===== config.mk =====
export PLATFORM = sky130hd
export DESIGN_NAME = asrp_host
export DESIGN_NICKNAME = d
export VERILOG_FILES = /design/src/hw/asrp_pkg.sv /design/src/hw/asrp_host.sv
export VERILOG_INCLUDE_DIRS = /design/src /design/src/hw
export SDC_FILE = /design/constraint.sdc
export NUM_CORES = 1
export LEC_CHECK = 0
export BUFFER_PORTS_ARGS = -buffer_cell sky130_fd_sc_hd__buf_2
export CORE_AREA = 2 2 85 87
export DETAILED_ROUTE_END_ITERATION = 8
export DIE_AREA = 0 0 87 89
export GPL_TIMING_DRIVEN = 0
export MAX_ROUTING_LAYER = met4
export SLEW_MARGIN = 10
export SYNTH_ARGS = -nofsm -noshare
export SYNTH_HDL_FRONTEND = slang
export SYNTH_SLANG_ARGS = --single-unit

===== constraint.sdc =====
create_clock -name clk_sys_in -period 3.68 [get_ports clk_sys_in]
set_input_delay 0.736 -clock clk_sys_in [delete_from_list [all_inputs] [get_ports clk_sys_in]]
set_output_delay 0.736 -clock clk_sys_in [all_outputs]
set_load 0.005 [all_outputs]

===== src/hw/asrp_cfg.svh =====
`ifndef ASRP_CFG_SVH
`define ASRP_CFG_SVH
`define ASRP_CLK_MHZ 10
`define ASRP_ADDR_W 15
`define ASRP_DATA_W 8
`define ASRP_T_CYCLE_NS 25
`define ASRP_T_ACCESS_NS 25
`define ASRP_T_WP_NS 20
`define ASRP_T_WHZ_NS 11
`define ASRP_T_DW_NS 13
`define ASRP_T_AW_NS 20
`define ASRP_T_OW_NS 4
`define ASRP_T_OHZ_NS 10
`define ASRP_CYC(ns) (((ns) * `ASRP_CLK_MHZ + 999) / 1000)
`define ASRP_CNT_W 4
`define ASRP_CNT_ZERO 4'h0
`define ASRP_CNT_ONE 4'h1
`endif


===== src/hw/asrp_pkg.sv =====
package asrp_pkg;
  typedef struct packed {
    logic we;
    logic [14:0] addr;
    logic [7:0] wdata;
  } asrp_req_t;
  typedef struct packed {
    logic cs_n;
    logic oe_n;
    logic we_n;
  } asrp_ctl_t;
  typedef enum logic [2:0] {
    ST_IDLE, ST_RD_SEL, ST_RD_WAIT, ST_WR_SETUP, ST_WR_PULSE, ST_WR_REC,
    ST_RD_OFF
  } asrp_state_t;
endpackage


===== src/hw/asrp_host.sv =====
// Overview of operation
// RULE1 - Write occurs while select and strobe low
// RULE2 - Strobe stays high for every read
// RULE3 - Device updates read data per address
// RULE4 - Address valid by select falling edge
// RULE5 - With drive enable low, stretch strobe
// RULE6 - Drive enable high allows plain pulse width
// RULE7 - No host drive while memory drives
// RULE8 - Late select keeps device outputs off
// RULE9 - Device read data valid after select
// RULE10 - Device data valid after drive enable
// RULE11 - Device holds old data after address
// RULE12 - Address valid long before write end
// RULE13 - Select low long before write end
// RULE14 - Device waits before redriving after write
// RULE15 - Drive enable high during writes
// RULE16 - 32768 bytes, 15-bit address, byte bus
// RULE17 - Memory needs no clock or refresh
`include "asrp_cfg.svh"
module asrp_host #(
  parameter int ACCESS_CYC = `ASRP_CYC(`ASRP_T_ACCESS_NS),
  parameter int WP_CYC = `ASRP_CYC(`ASRP_T_WP_NS),
  parameter int REC_CYC = `ASRP_CYC(`ASRP_T_OW_NS)
) (
  input wire logic clk_sys_in,
  input wire logic reset_in,
  input wire logic req_valid_in,
  input wire asrp_pkg::asrp_req_t req_in,
  output logic req_ready_out,
  output logic rd_valid_out,
  output logic [7:0] rd_data_out,
  output logic [14:0] mem_addr_out,
  output logic mem_cs_n_out,
  output logic mem_oe_n_out,
  output logic mem_we_n_out,
  output logic [7:0] mem_dq_out,
  output logic [7:0] mem_dq_oe_out,
  input wire logic [7:0] mem_dq_in
);
  import asrp_pkg::*;

  // Cycle count to counter load, kept inside the counter range
  function automatic logic [`ASRP_CNT_W-1:0] cnt_load(input int cyc);
    if (cyc < 1) begin
      return `ASRP_CNT_ONE;
    end
    if (cyc >= (1 << `ASRP_CNT_W)) begin
      return '1;
    end
    return (`ASRP_CNT_W)'(cyc);
  endfunction

  // Active-high intents to active-low pin levels
  function automatic asrp_ctl_t ctl_word(input logic sel, input logic drv,
    input logic wr);
    asrp_ctl_t c;
    c.cs_n = ~sel;
    c.oe_n = ~drv;
    c.we_n = ~wr;
    return c;
  endfunction

  localparam logic [`ASRP_CNT_W-1:0] ACC_N = cnt_load(ACCESS_CYC);
  localparam logic [`ASRP_CNT_W-1:0] WP_N = cnt_load(WP_CYC);
  localparam logic [`ASRP_CNT_W-1:0] REC_N = cnt_load(REC_CYC);
  localparam asrp_ctl_t CTL_IDLE = ctl_word(1'b0, 1'b0, 1'b0);
  localparam asrp_ctl_t CTL_READ = ctl_word(1'b1, 1'b1, 1'b0);
  localparam asrp_ctl_t CTL_WSEL = ctl_word(1'b1, 1'b0, 1'b0);
  localparam asrp_ctl_t CTL_WPUL = ctl_word(1'b1, 1'b0, 1'b1);

  asrp_state_t st_q, st_d;
  asrp_ctl_t ctl_q, ctl_d;
  logic [`ASRP_CNT_W-1:0] cnt_q, cnt_d;
  logic [`ASRP_ADDR_W-1:0] addr_q, addr_d;
  logic [`ASRP_DATA_W-1:0] wd_q, wd_d;
  logic [`ASRP_DATA_W-1:0] rd_q, rd_d;
  logic dq_oe_q, dq_oe_d;
  logic rv_q, rv_d;
  logic rdy_q, rdy_d;

  // Request and counter decode
  wire cnt_done = (cnt_q == `ASRP_CNT_ONE);
  wire cnt_zero = (cnt_q == `ASRP_CNT_ZERO);
  wire take = rdy_q && req_valid_in;
  wire rd_start = take && !req_in.we;
  wire wr_start = take && req_in.we;
  wire [`ASRP_CNT_W-1:0] cnt_dec = cnt_q - `ASRP_CNT_ONE;

  // Next-state and next-output decode
  always_comb begin
    st_d = st_q;
    ctl_d = ctl_q;
    cnt_d = cnt_done ? `ASRP_CNT_ZERO : cnt_dec;
    if (cnt_zero) cnt_d = `ASRP_CNT_ZERO;
    addr_d = addr_q;
    wd_d = wd_q;
    rd_d = rd_q;
    dq_oe_d = dq_oe_q;
    rv_d = 1'b0;
    rdy_d = rdy_q;
    unique case (st_q)
      ST_IDLE: begin
        if (take) begin
          rdy_d = 1'b0;
          addr_d = req_in.addr; // [RULE4] [RULE16]
        end
        if (wr_start) begin
          wd_d = req_in.wdata;
          ctl_d = CTL_WSEL; // [RULE5] [RULE15]
          st_d = ST_WR_SETUP;
        end
        if (rd_start) begin
          st_d = ST_RD_SEL;
        end
      end
      ST_RD_SEL: begin
        // Address already stable one cycle before select falls
        ctl_d = CTL_READ; // [RULE2] [RULE4]
        cnt_d = ACC_N;
        st_d = ST_RD_WAIT;
      end
      ST_RD_WAIT: begin
        if (cnt_done) begin
          rd_d = mem_dq_in; // [RULE9] [RULE10]
          rv_d = 1'b1;
          ctl_d = CTL_IDLE;
          cnt_d = `ASRP_CNT_ONE;
          st_d = ST_RD_OFF;
        end
      end
      ST_RD_OFF: begin
        // Bus float time before anyone drives again
        if (cnt_zero) begin
          rdy_d = 1'b1;
          st_d = ST_IDLE;
        end
      end
      ST_WR_SETUP: begin
        dq_oe_d = 1'b1; // [RULE7] [RULE15]
        ctl_d = CTL_WPUL; // [RULE1]
        cnt_d = WP_N; // [RULE6] [RULE12] [RULE13]
        st_d = ST_WR_PULSE;
      end
      ST_WR_PULSE: begin
        if (cnt_done) begin
          ctl_d = CTL_IDLE; // [RULE1]
          cnt_d = REC_N;
          st_d = ST_WR_REC;
        end
      end
      ST_WR_REC: begin
        dq_oe_d = 1'b0; // [RULE7]
        if (cnt_zero) begin
          rdy_d = 1'b1;
          st_d = ST_IDLE;
        end
      end
      default: st_d = ST_IDLE;
    endcase
  end

  // Sequencer state and pin controls
  always_ff @(posedge clk_sys_in) begin
    if (reset_in) begin
      st_q <= ST_IDLE;
      ctl_q <= CTL_IDLE;
    end else begin
      st_q <= st_d;
      ctl_q <= ctl_d;
    end
  end

  // Timing counter
  always_ff @(posedge clk_sys_in) begin
    if (reset_in) begin
      cnt_q <= `ASRP_CNT_ZERO;
    end else begin
      cnt_q <= cnt_d;
    end
  end

  // Captured request
  always_ff @(posedge clk_sys_in) begin
    if (reset_in) begin
      addr_q <= '0;
      wd_q <= '0;
    end else begin
      addr_q <= addr_d;
      wd_q <= wd_d;
    end
  end

  // Read return
  always_ff @(posedge clk_sys_in) begin
    if (reset_in) begin
      rd_q <= '0;
      rv_q <= 1'b0;
    end else begin
      rd_q <= rd_d;
      rv_q <= rv_d;
    end
  end

  // Bus drive and handshake
  always_ff @(posedge clk_sys_in) begin
    if (reset_in) begin
      dq_oe_q <= 1'b0;
      rdy_q <= 1'b1;
    end else begin
      dq_oe_q <= dq_oe_d;
      rdy_q <= rdy_d;
    end
  end

  // Outputs straight from registers
  assign req_ready_out = rdy_q;
  assign rd_valid_out = rv_q;
  assign rd_data_out = rd_q;
  assign mem_addr_out = addr_q;
  assign mem_cs_n_out = ctl_q.cs_n;
  assign mem_oe_n_out = ctl_q.oe_n;
  assign mem_we_n_out = ctl_q.we_n;
  assign mem_dq_out = wd_q;
  assign mem_dq_oe_out = {`ASRP_DATA_W{dq_oe_q}};
endmodule


==> results of run 1 <==
registers in the layout, indices dropped and copies added, names as in the netlist:
signal	count
cnt_q	4
st_q	3
rd_valid_out	1
rd_data_out	8
mem_addr_out	15
mem_oe_n_out	1
mem_cs_n_out	1
req_ready_out	1
mem_dq_out	8
dq_oe_q	1
mem_we_n_out	1
layer usage:
metal / GRT usage (%) / up-vias
li1: - / 849
met1: 14.28 / 738
met2: 16.93 / 64
met3: 3.878 / 6
met4: 3.409 / 0
met5: - / -
logic make-up after synthesis:
family / after synthesis
compound gates: 34
xor+xnor: 2
fa+ha+maj: 2
buf+inv: 25
flops: 44
mux: 18
simple gates: 80
worst min path at each step:
stage | from | end | slack (ns)
after CTS | mem_addr_out[10] | mem_addr_out[10] | 0.46
after floorplan | mem_addr_out[0] | mem_addr_out[0] | 0.45
after global placement | mem_addr_out[1] | mem_addr_out[1] | 0.44
final | mem_addr_out[10] | mem_addr_out[10] | 0.45
after detailed placement | mem_addr_out[10] | mem_addr_out[10] | 0.45
after global routing | mem_addr_out[10] | mem_addr_out[10] | 0.48
cell usage in the layout, fill, tap and decap left out, types with 3 or more instances in the layout:
cell type / n
o21ai_0: 3
nand2_1: 34
clkbuf_8: 6
a31oi_1: 3
dfxtp_1: 44
clkbuf_1: 8
mux2i_1: 17
nor3_1: 4
nor2_1: 24
a21oi_1: 21
inv_1: 3
buf_2: 82
buf_4: 8
stage by stage:
stage | cells | total power [W] | util, % | instance area [um^2]
after floorplan | 205 | 0.0008971 | - | 1800
after global placement | 362 | 0.001038 | 34.02 | 2286
after detailed placement | 362 | 0.001045 | 34.02 | 2286
after CTS | 370 | 0.001362 | 35.42 | 2380
after global routing | 370 | 0.001439 | 35.42 | 2380
final | 370 | 0.001341 | 35.42 | 2380
cell usage after synthesis, drive strengths merged:
cell and n:
dfxtp 44, nand2 34, nor2 24, a21oi 21, mux2i 17, buf 14, clkbuf 7, inv 4
nor3 4, a31oi 3, o21ai 3, ha 2, nand2b 2, nand3 2, nor2b 2, nor4b 2
xor2 2, a21o 1, a221o 1, a221oi 1, a22oi 1, a32oi 1, and4b 1, mux2 1
nand3b 1, nand4 1, nand4b 1, nor3b 1, nor4 1, o211a 1, o21a 1, or2 1
or3 1, or3b 1, or4 1
power by group:
part / total (W) / leakage, nW / internal, W / switching [W]
registers: 0.000592 / 0.359 / 0.000542 / 0.0000499
logic: 0.000438 / 0.764 / 0.000215 / 0.000223
clock network: 0.000311 / 0.0445 / 0.000153 / 0.000158
final cells by class:
| cell class | count | area, um^2 |
|---|---|---|
| tap | 80 | 100.1 |
| clock inverter | 1 | 7.507 |
| multi-input combinational | 136 | 789.5 |
| buffer | 21 | 115.1 |
| clock buffer | 7 | 86.33 |
| fill | 713 | 4339 |
| sequential | 44 | 880.8 |
| inverter | 4 | 15.01 |
| timing repair buffer | 77 | 385.4 |
critical path, stage by stage (launching register included):
cell and delay, ns:
dfxtp_1 0.52, buf_4 0.17, buf_2 0.10
==> impl_metrics.tcl, run 1 <==
set metrics [dict create \
    crit_type "flip-flop to output pin" \
    max_freq_mhz 548.5 \
    vias 1657 \
    synth_fp_nets 242 \
    dr.max_layer_used "met4" \
    cts_buffers 5 \
    synth_top_area_share_pct 48.92 \
    synth.avg_cell_area_um2 8.783 \
    synth_mux_area_share_pct 10.08 \
    status "finished, final reports clean" \
    m1WireLength_um 2054 \
    tritoncts "yes" \
    diodes 0 \
    syn_area_mm2 0.001800 \
    hold_class "flip-flop to flip-flop" \
    rows 30 \
    cts_setup_buffers 0 \
    ys_ff_latch 44 \
    track_usage_pct 11.26 \
    cp.required_ns 2.94 \
    setup_slack_ns 1.857 \
    wl_met2_um 1793 \
    clock_path_buffers 2 \
    power_leakage_nw 1.167 \
    wire_per_inst_um 11.46 \
    place_hpwl_um 3187 \
    port_buffers 77 \
    vias_per_cell 4.478 \
    endpoint_kind "output pin" \
    cts_hold_buf 0 \
    synth_top_area_cell "dfxtp_1" \
    rrSetupSlack_ns 1.86 \
    drc 0 \
    startpoint "dq_oe_q" \
    fin_hold_ws_ns 0.4542 \
    final_nets 326 \
    core-area_mm2 0.006719 \
    maxCapViolations 0 \
    drtIter0Drc 47 \
    die_h_um 89 \
    htree_levels 2 \
    gp_congestion 0.7319 \
    reg2reg_depth 6 \
    ctsResizeCount 0 \
    synth.distinct_cells 38 \
    period_share_pct 49.55 \
    fin_tns_setup_ns 0 \
    synth.area.top_cells "dfxtp_1, mux2i_1, nand2_1" \
    die_area_mm2 0.007743 \
    postSynthCellCount 205 \
    ant_nets 0 \
    finClkSkew_ns 0.007321 \
    grt_overflow 0 \
    synth_top_family_by_area "simple AND/OR/NAND/NOR gates" \
    dp_slack_ns 1.668 \
    min_delay_path_depth 2 \
    wl_met3_um 341 \
    drtPass1Iterations 4 \
    final_hold_viol_count 0 \
    report.final.slew_viol_count 0 \
    reg2reg_to "rd_data_out[1]" \
    max_slew.worst_pin.slew_ns 0.5782 \
    clkSinkCount 44 \
    rsz0062_at_grt "false" \
    ys_seq_area_share_pct 48.92 \
    grt_first_pass_wirelength_um 6686 \
    yosysWarnings 0 \
    io_pins 79 \
    drive_gt1_share_pct 35.17 \
    fin_crit_ns 1.823 \
    synth_xor_area_share_pct 0.9729 \
    synth_compound_gate_area_share_pct 11.05 \
    synthAdderAreaFrac_pct 1.390 \
    clock-root-buffer "clkbuf_8" \
    dieWidth_um 87 \
    path_max_fanout 10 \
    crit_arrival_ns 1.09 \
    setup_viol 0 \
    relSlewSlack_pct 61.37 \
    yosys.area_share.simple_pct 20.36 \
    insertion_delay_ns 0.29 \
    grt_pass1_vias 1502 \
    initial_utilization_pct 26.80 \
    grt_max_degree 14 \
    start_kind "flip-flop" \
    syn_to_final_growth_pct 32.17 \
    routed_wl_um 4239 \
    antenna_found_initial 0 \
    peakVddDrop_mv 0.2332 \
    crit_end "mem_dq_oe_out[1]" \
    r2r_start "cnt_q[0]" \
    power.density_mw_per_mm2 563.5 \
    path_clk_slew_ns 0.08 \
]
No activity file was read; power rests on OpenSTA's default activity.
==> run 2: changes to the inputs <==
==> constraint.sdc (replaced) <==
create_clock -name clk_sys_in -period 1.58 [get_ports clk_sys_in]
set_input_delay 0.316 -clock clk_sys_in [delete_from_list [all_inputs] [get_ports clk_sys_in]]
set_output_delay 0.316 -clock clk_sys_in [all_outputs]
set_load 0.005 [all_outputs]
==> impl_metrics.tcl, run 2 (synthesis gave the netlist of run 1 again) <==
set metrics [dict create \
    vias_per_cell 4.476 \
    grt_pass1_vias 1521 \
    diodes 0 \
    largest_reg_flops 15 \
    final_nets 330 \
    path_max_fanout 3 \
    place_hpwl_um 3187 \
    hold_class "input port to flip-flop" \
    report.final.slew_viol_count 0 \
    cts_buffers 5 \
    dieWidth_um 87 \
    power.density_mw_per_mm2 1334 \
    tritoncts "yes" \
    port_buffers 77 \
    layout_commonest_cell "buf_2" \
    multi_input_area_um2 844.6 \
    fin_crit_ns 1.538 \
    r2r_start "req_ready_out" \
    io_pins 79 \
    wire_per_inst_um 11.74 \
    die_h_um 89 \
    power_leakage_nw 1.213 \
    ant_nets 0 \
    finClkSkew_ns 0.006476 \
    antenna_found_initial 0 \
    rrSetupSlack_ns 0.04 \
    drtPass1Iterations 4 \
    insertion_delay_ns 0.29 \
    cp.required_ns 1.77 \
    htree_levels 2 \
    max_freq_mhz 650.2 \
    track_usage_pct 11.48 \
    syn_to_final_growth_pct 37.87 \
    gp_congestion 0.7319 \
    grt_overflow 0 \
    final_cell_mix "buf_2, dfxtp_1, nand2_1" \
    crit_arrival_ns 1.72 \
    vias 1674 \
    drtIter0Drc 31 \
    die_area_mm2 0.007743 \
    peakVddDrop_mv 0.5492 \
    clock-root-buffer "clkbuf_8" \
    relSlewSlack_pct 68.65 \
    initial_utilization_pct 26.80 \
    path_clk_slew_ns 0.08 \
    core-area_mm2 0.006719 \
    period_share_pct 97.34 \
    regArea_um2 884.6 \
    reg2reg_depth 4 \
    status "finished, final reports clean" \
    rsz0062_at_grt "true" \
    finalPower_w 0.003311 \
    fill_cells 706 \
    crit_type "flip-flop to flip-flop" \
    final_hold_viol_count 0 \
    fin_hold_ws_ns 0.2515 \
    hold_end "rd_data_out[2]" \
    routed_wl_um 4389 \
    min-delay-start "mem_dq_in[2]" \
    grt_max_degree 14 \
    rows 30 \
    min_delay_path_depth 3 \
    drc 0 \
    endpoint_kind "flip-flop" \
    setup_viol 0 \
    clock_path_buffers 2 \
    reg2reg_to "mem_cs_n_out" \
    grt_first_pass_wirelength_um 6810 \
    max_slew.worst_pin.slew_ns 0.4703 \
    start_kind "flip-flop" \
    maxCapViolations 0 \
    drive_gt1_share_pct 40.14 \
    clkSinkCount 44 \
]
run 2: cell type report:
type | instances | share of cell area (%)
clock buffer | 7 | 3.478
multi-input combinational | 136 | 34.02
buffer | 21 | 5.192
timing repair buffer | 81 | 16.73
sequential | 44 | 35.64
tap | 80 | 4.032
clock inverter | 1 | 0.3024
inverter | 4 | 0.6048
run 2: stage by stage:
step                      setup slack (ns)  std cells  cell area, um^2  util, %    TNS, ns
final                              0.04205        374             2482    36.95          0
after global routing             -0.005208        374             2482    36.95  -0.008900
after CTS                         0.008978        370             2429    36.15          0
after detailed placement           -0.2628        362             2286    34.02     -3.576
after global placement             -0.2728        362             2286    34.02     -3.730
after floorplan                    0.06616        205             1800        -          0
run 2: layer usage:
layer | track usage (%) | vias up | part of all wire [%]
met1 | 14.39 | 749 | 47
met5 | - | - | 0
li1 | - | 857 | -
met3 | 3.878 | 6 | 7.6
met4 | 3.409 | 0 | 1.2
met2 | 17.56 | 62 | 44
run 2: worst max-delay path by stage:
stage / end / slack [ns] / start
after global routing: mem_cs_n_out / -0.005 / cnt_q[3]
after CTS: mem_cs_n_out / 0.009 / req_ready_out
final: mem_cs_n_out / 0.04 / req_ready_out
after detailed placement: rd_data_out[1] / -0.26 / cnt_q[0]
after floorplan: mem_cs_n_out / 0.07 / req_ready_out
after global placement: rd_data_out[4] / -0.27 / cnt_q[0]
run 2: what timing repair did:
action	CTS	global route
gates resized for setup	11	13
gates cloned	0	1
hold buffers	0	0
pin swaps	1	1
buffers inserted	0	3
endpoints found under the setup margin	30	30
run 2: critical path: stages (launching register included):
cell and delay (ns):
dfxtp_2 0.34, inv_2 0.04, or4_1 0.53, o211a_1 0.17, a221o_1 0.35
run 2: power by group:
part	internal (W)	total, W	switching (W)
sequential	0.00127	0.00141	0.000147
combinational	0.000623	0.00117	0.000550
clock	0.000355	0.000725	0.000370
total	0.00224	0.00331	0.00107
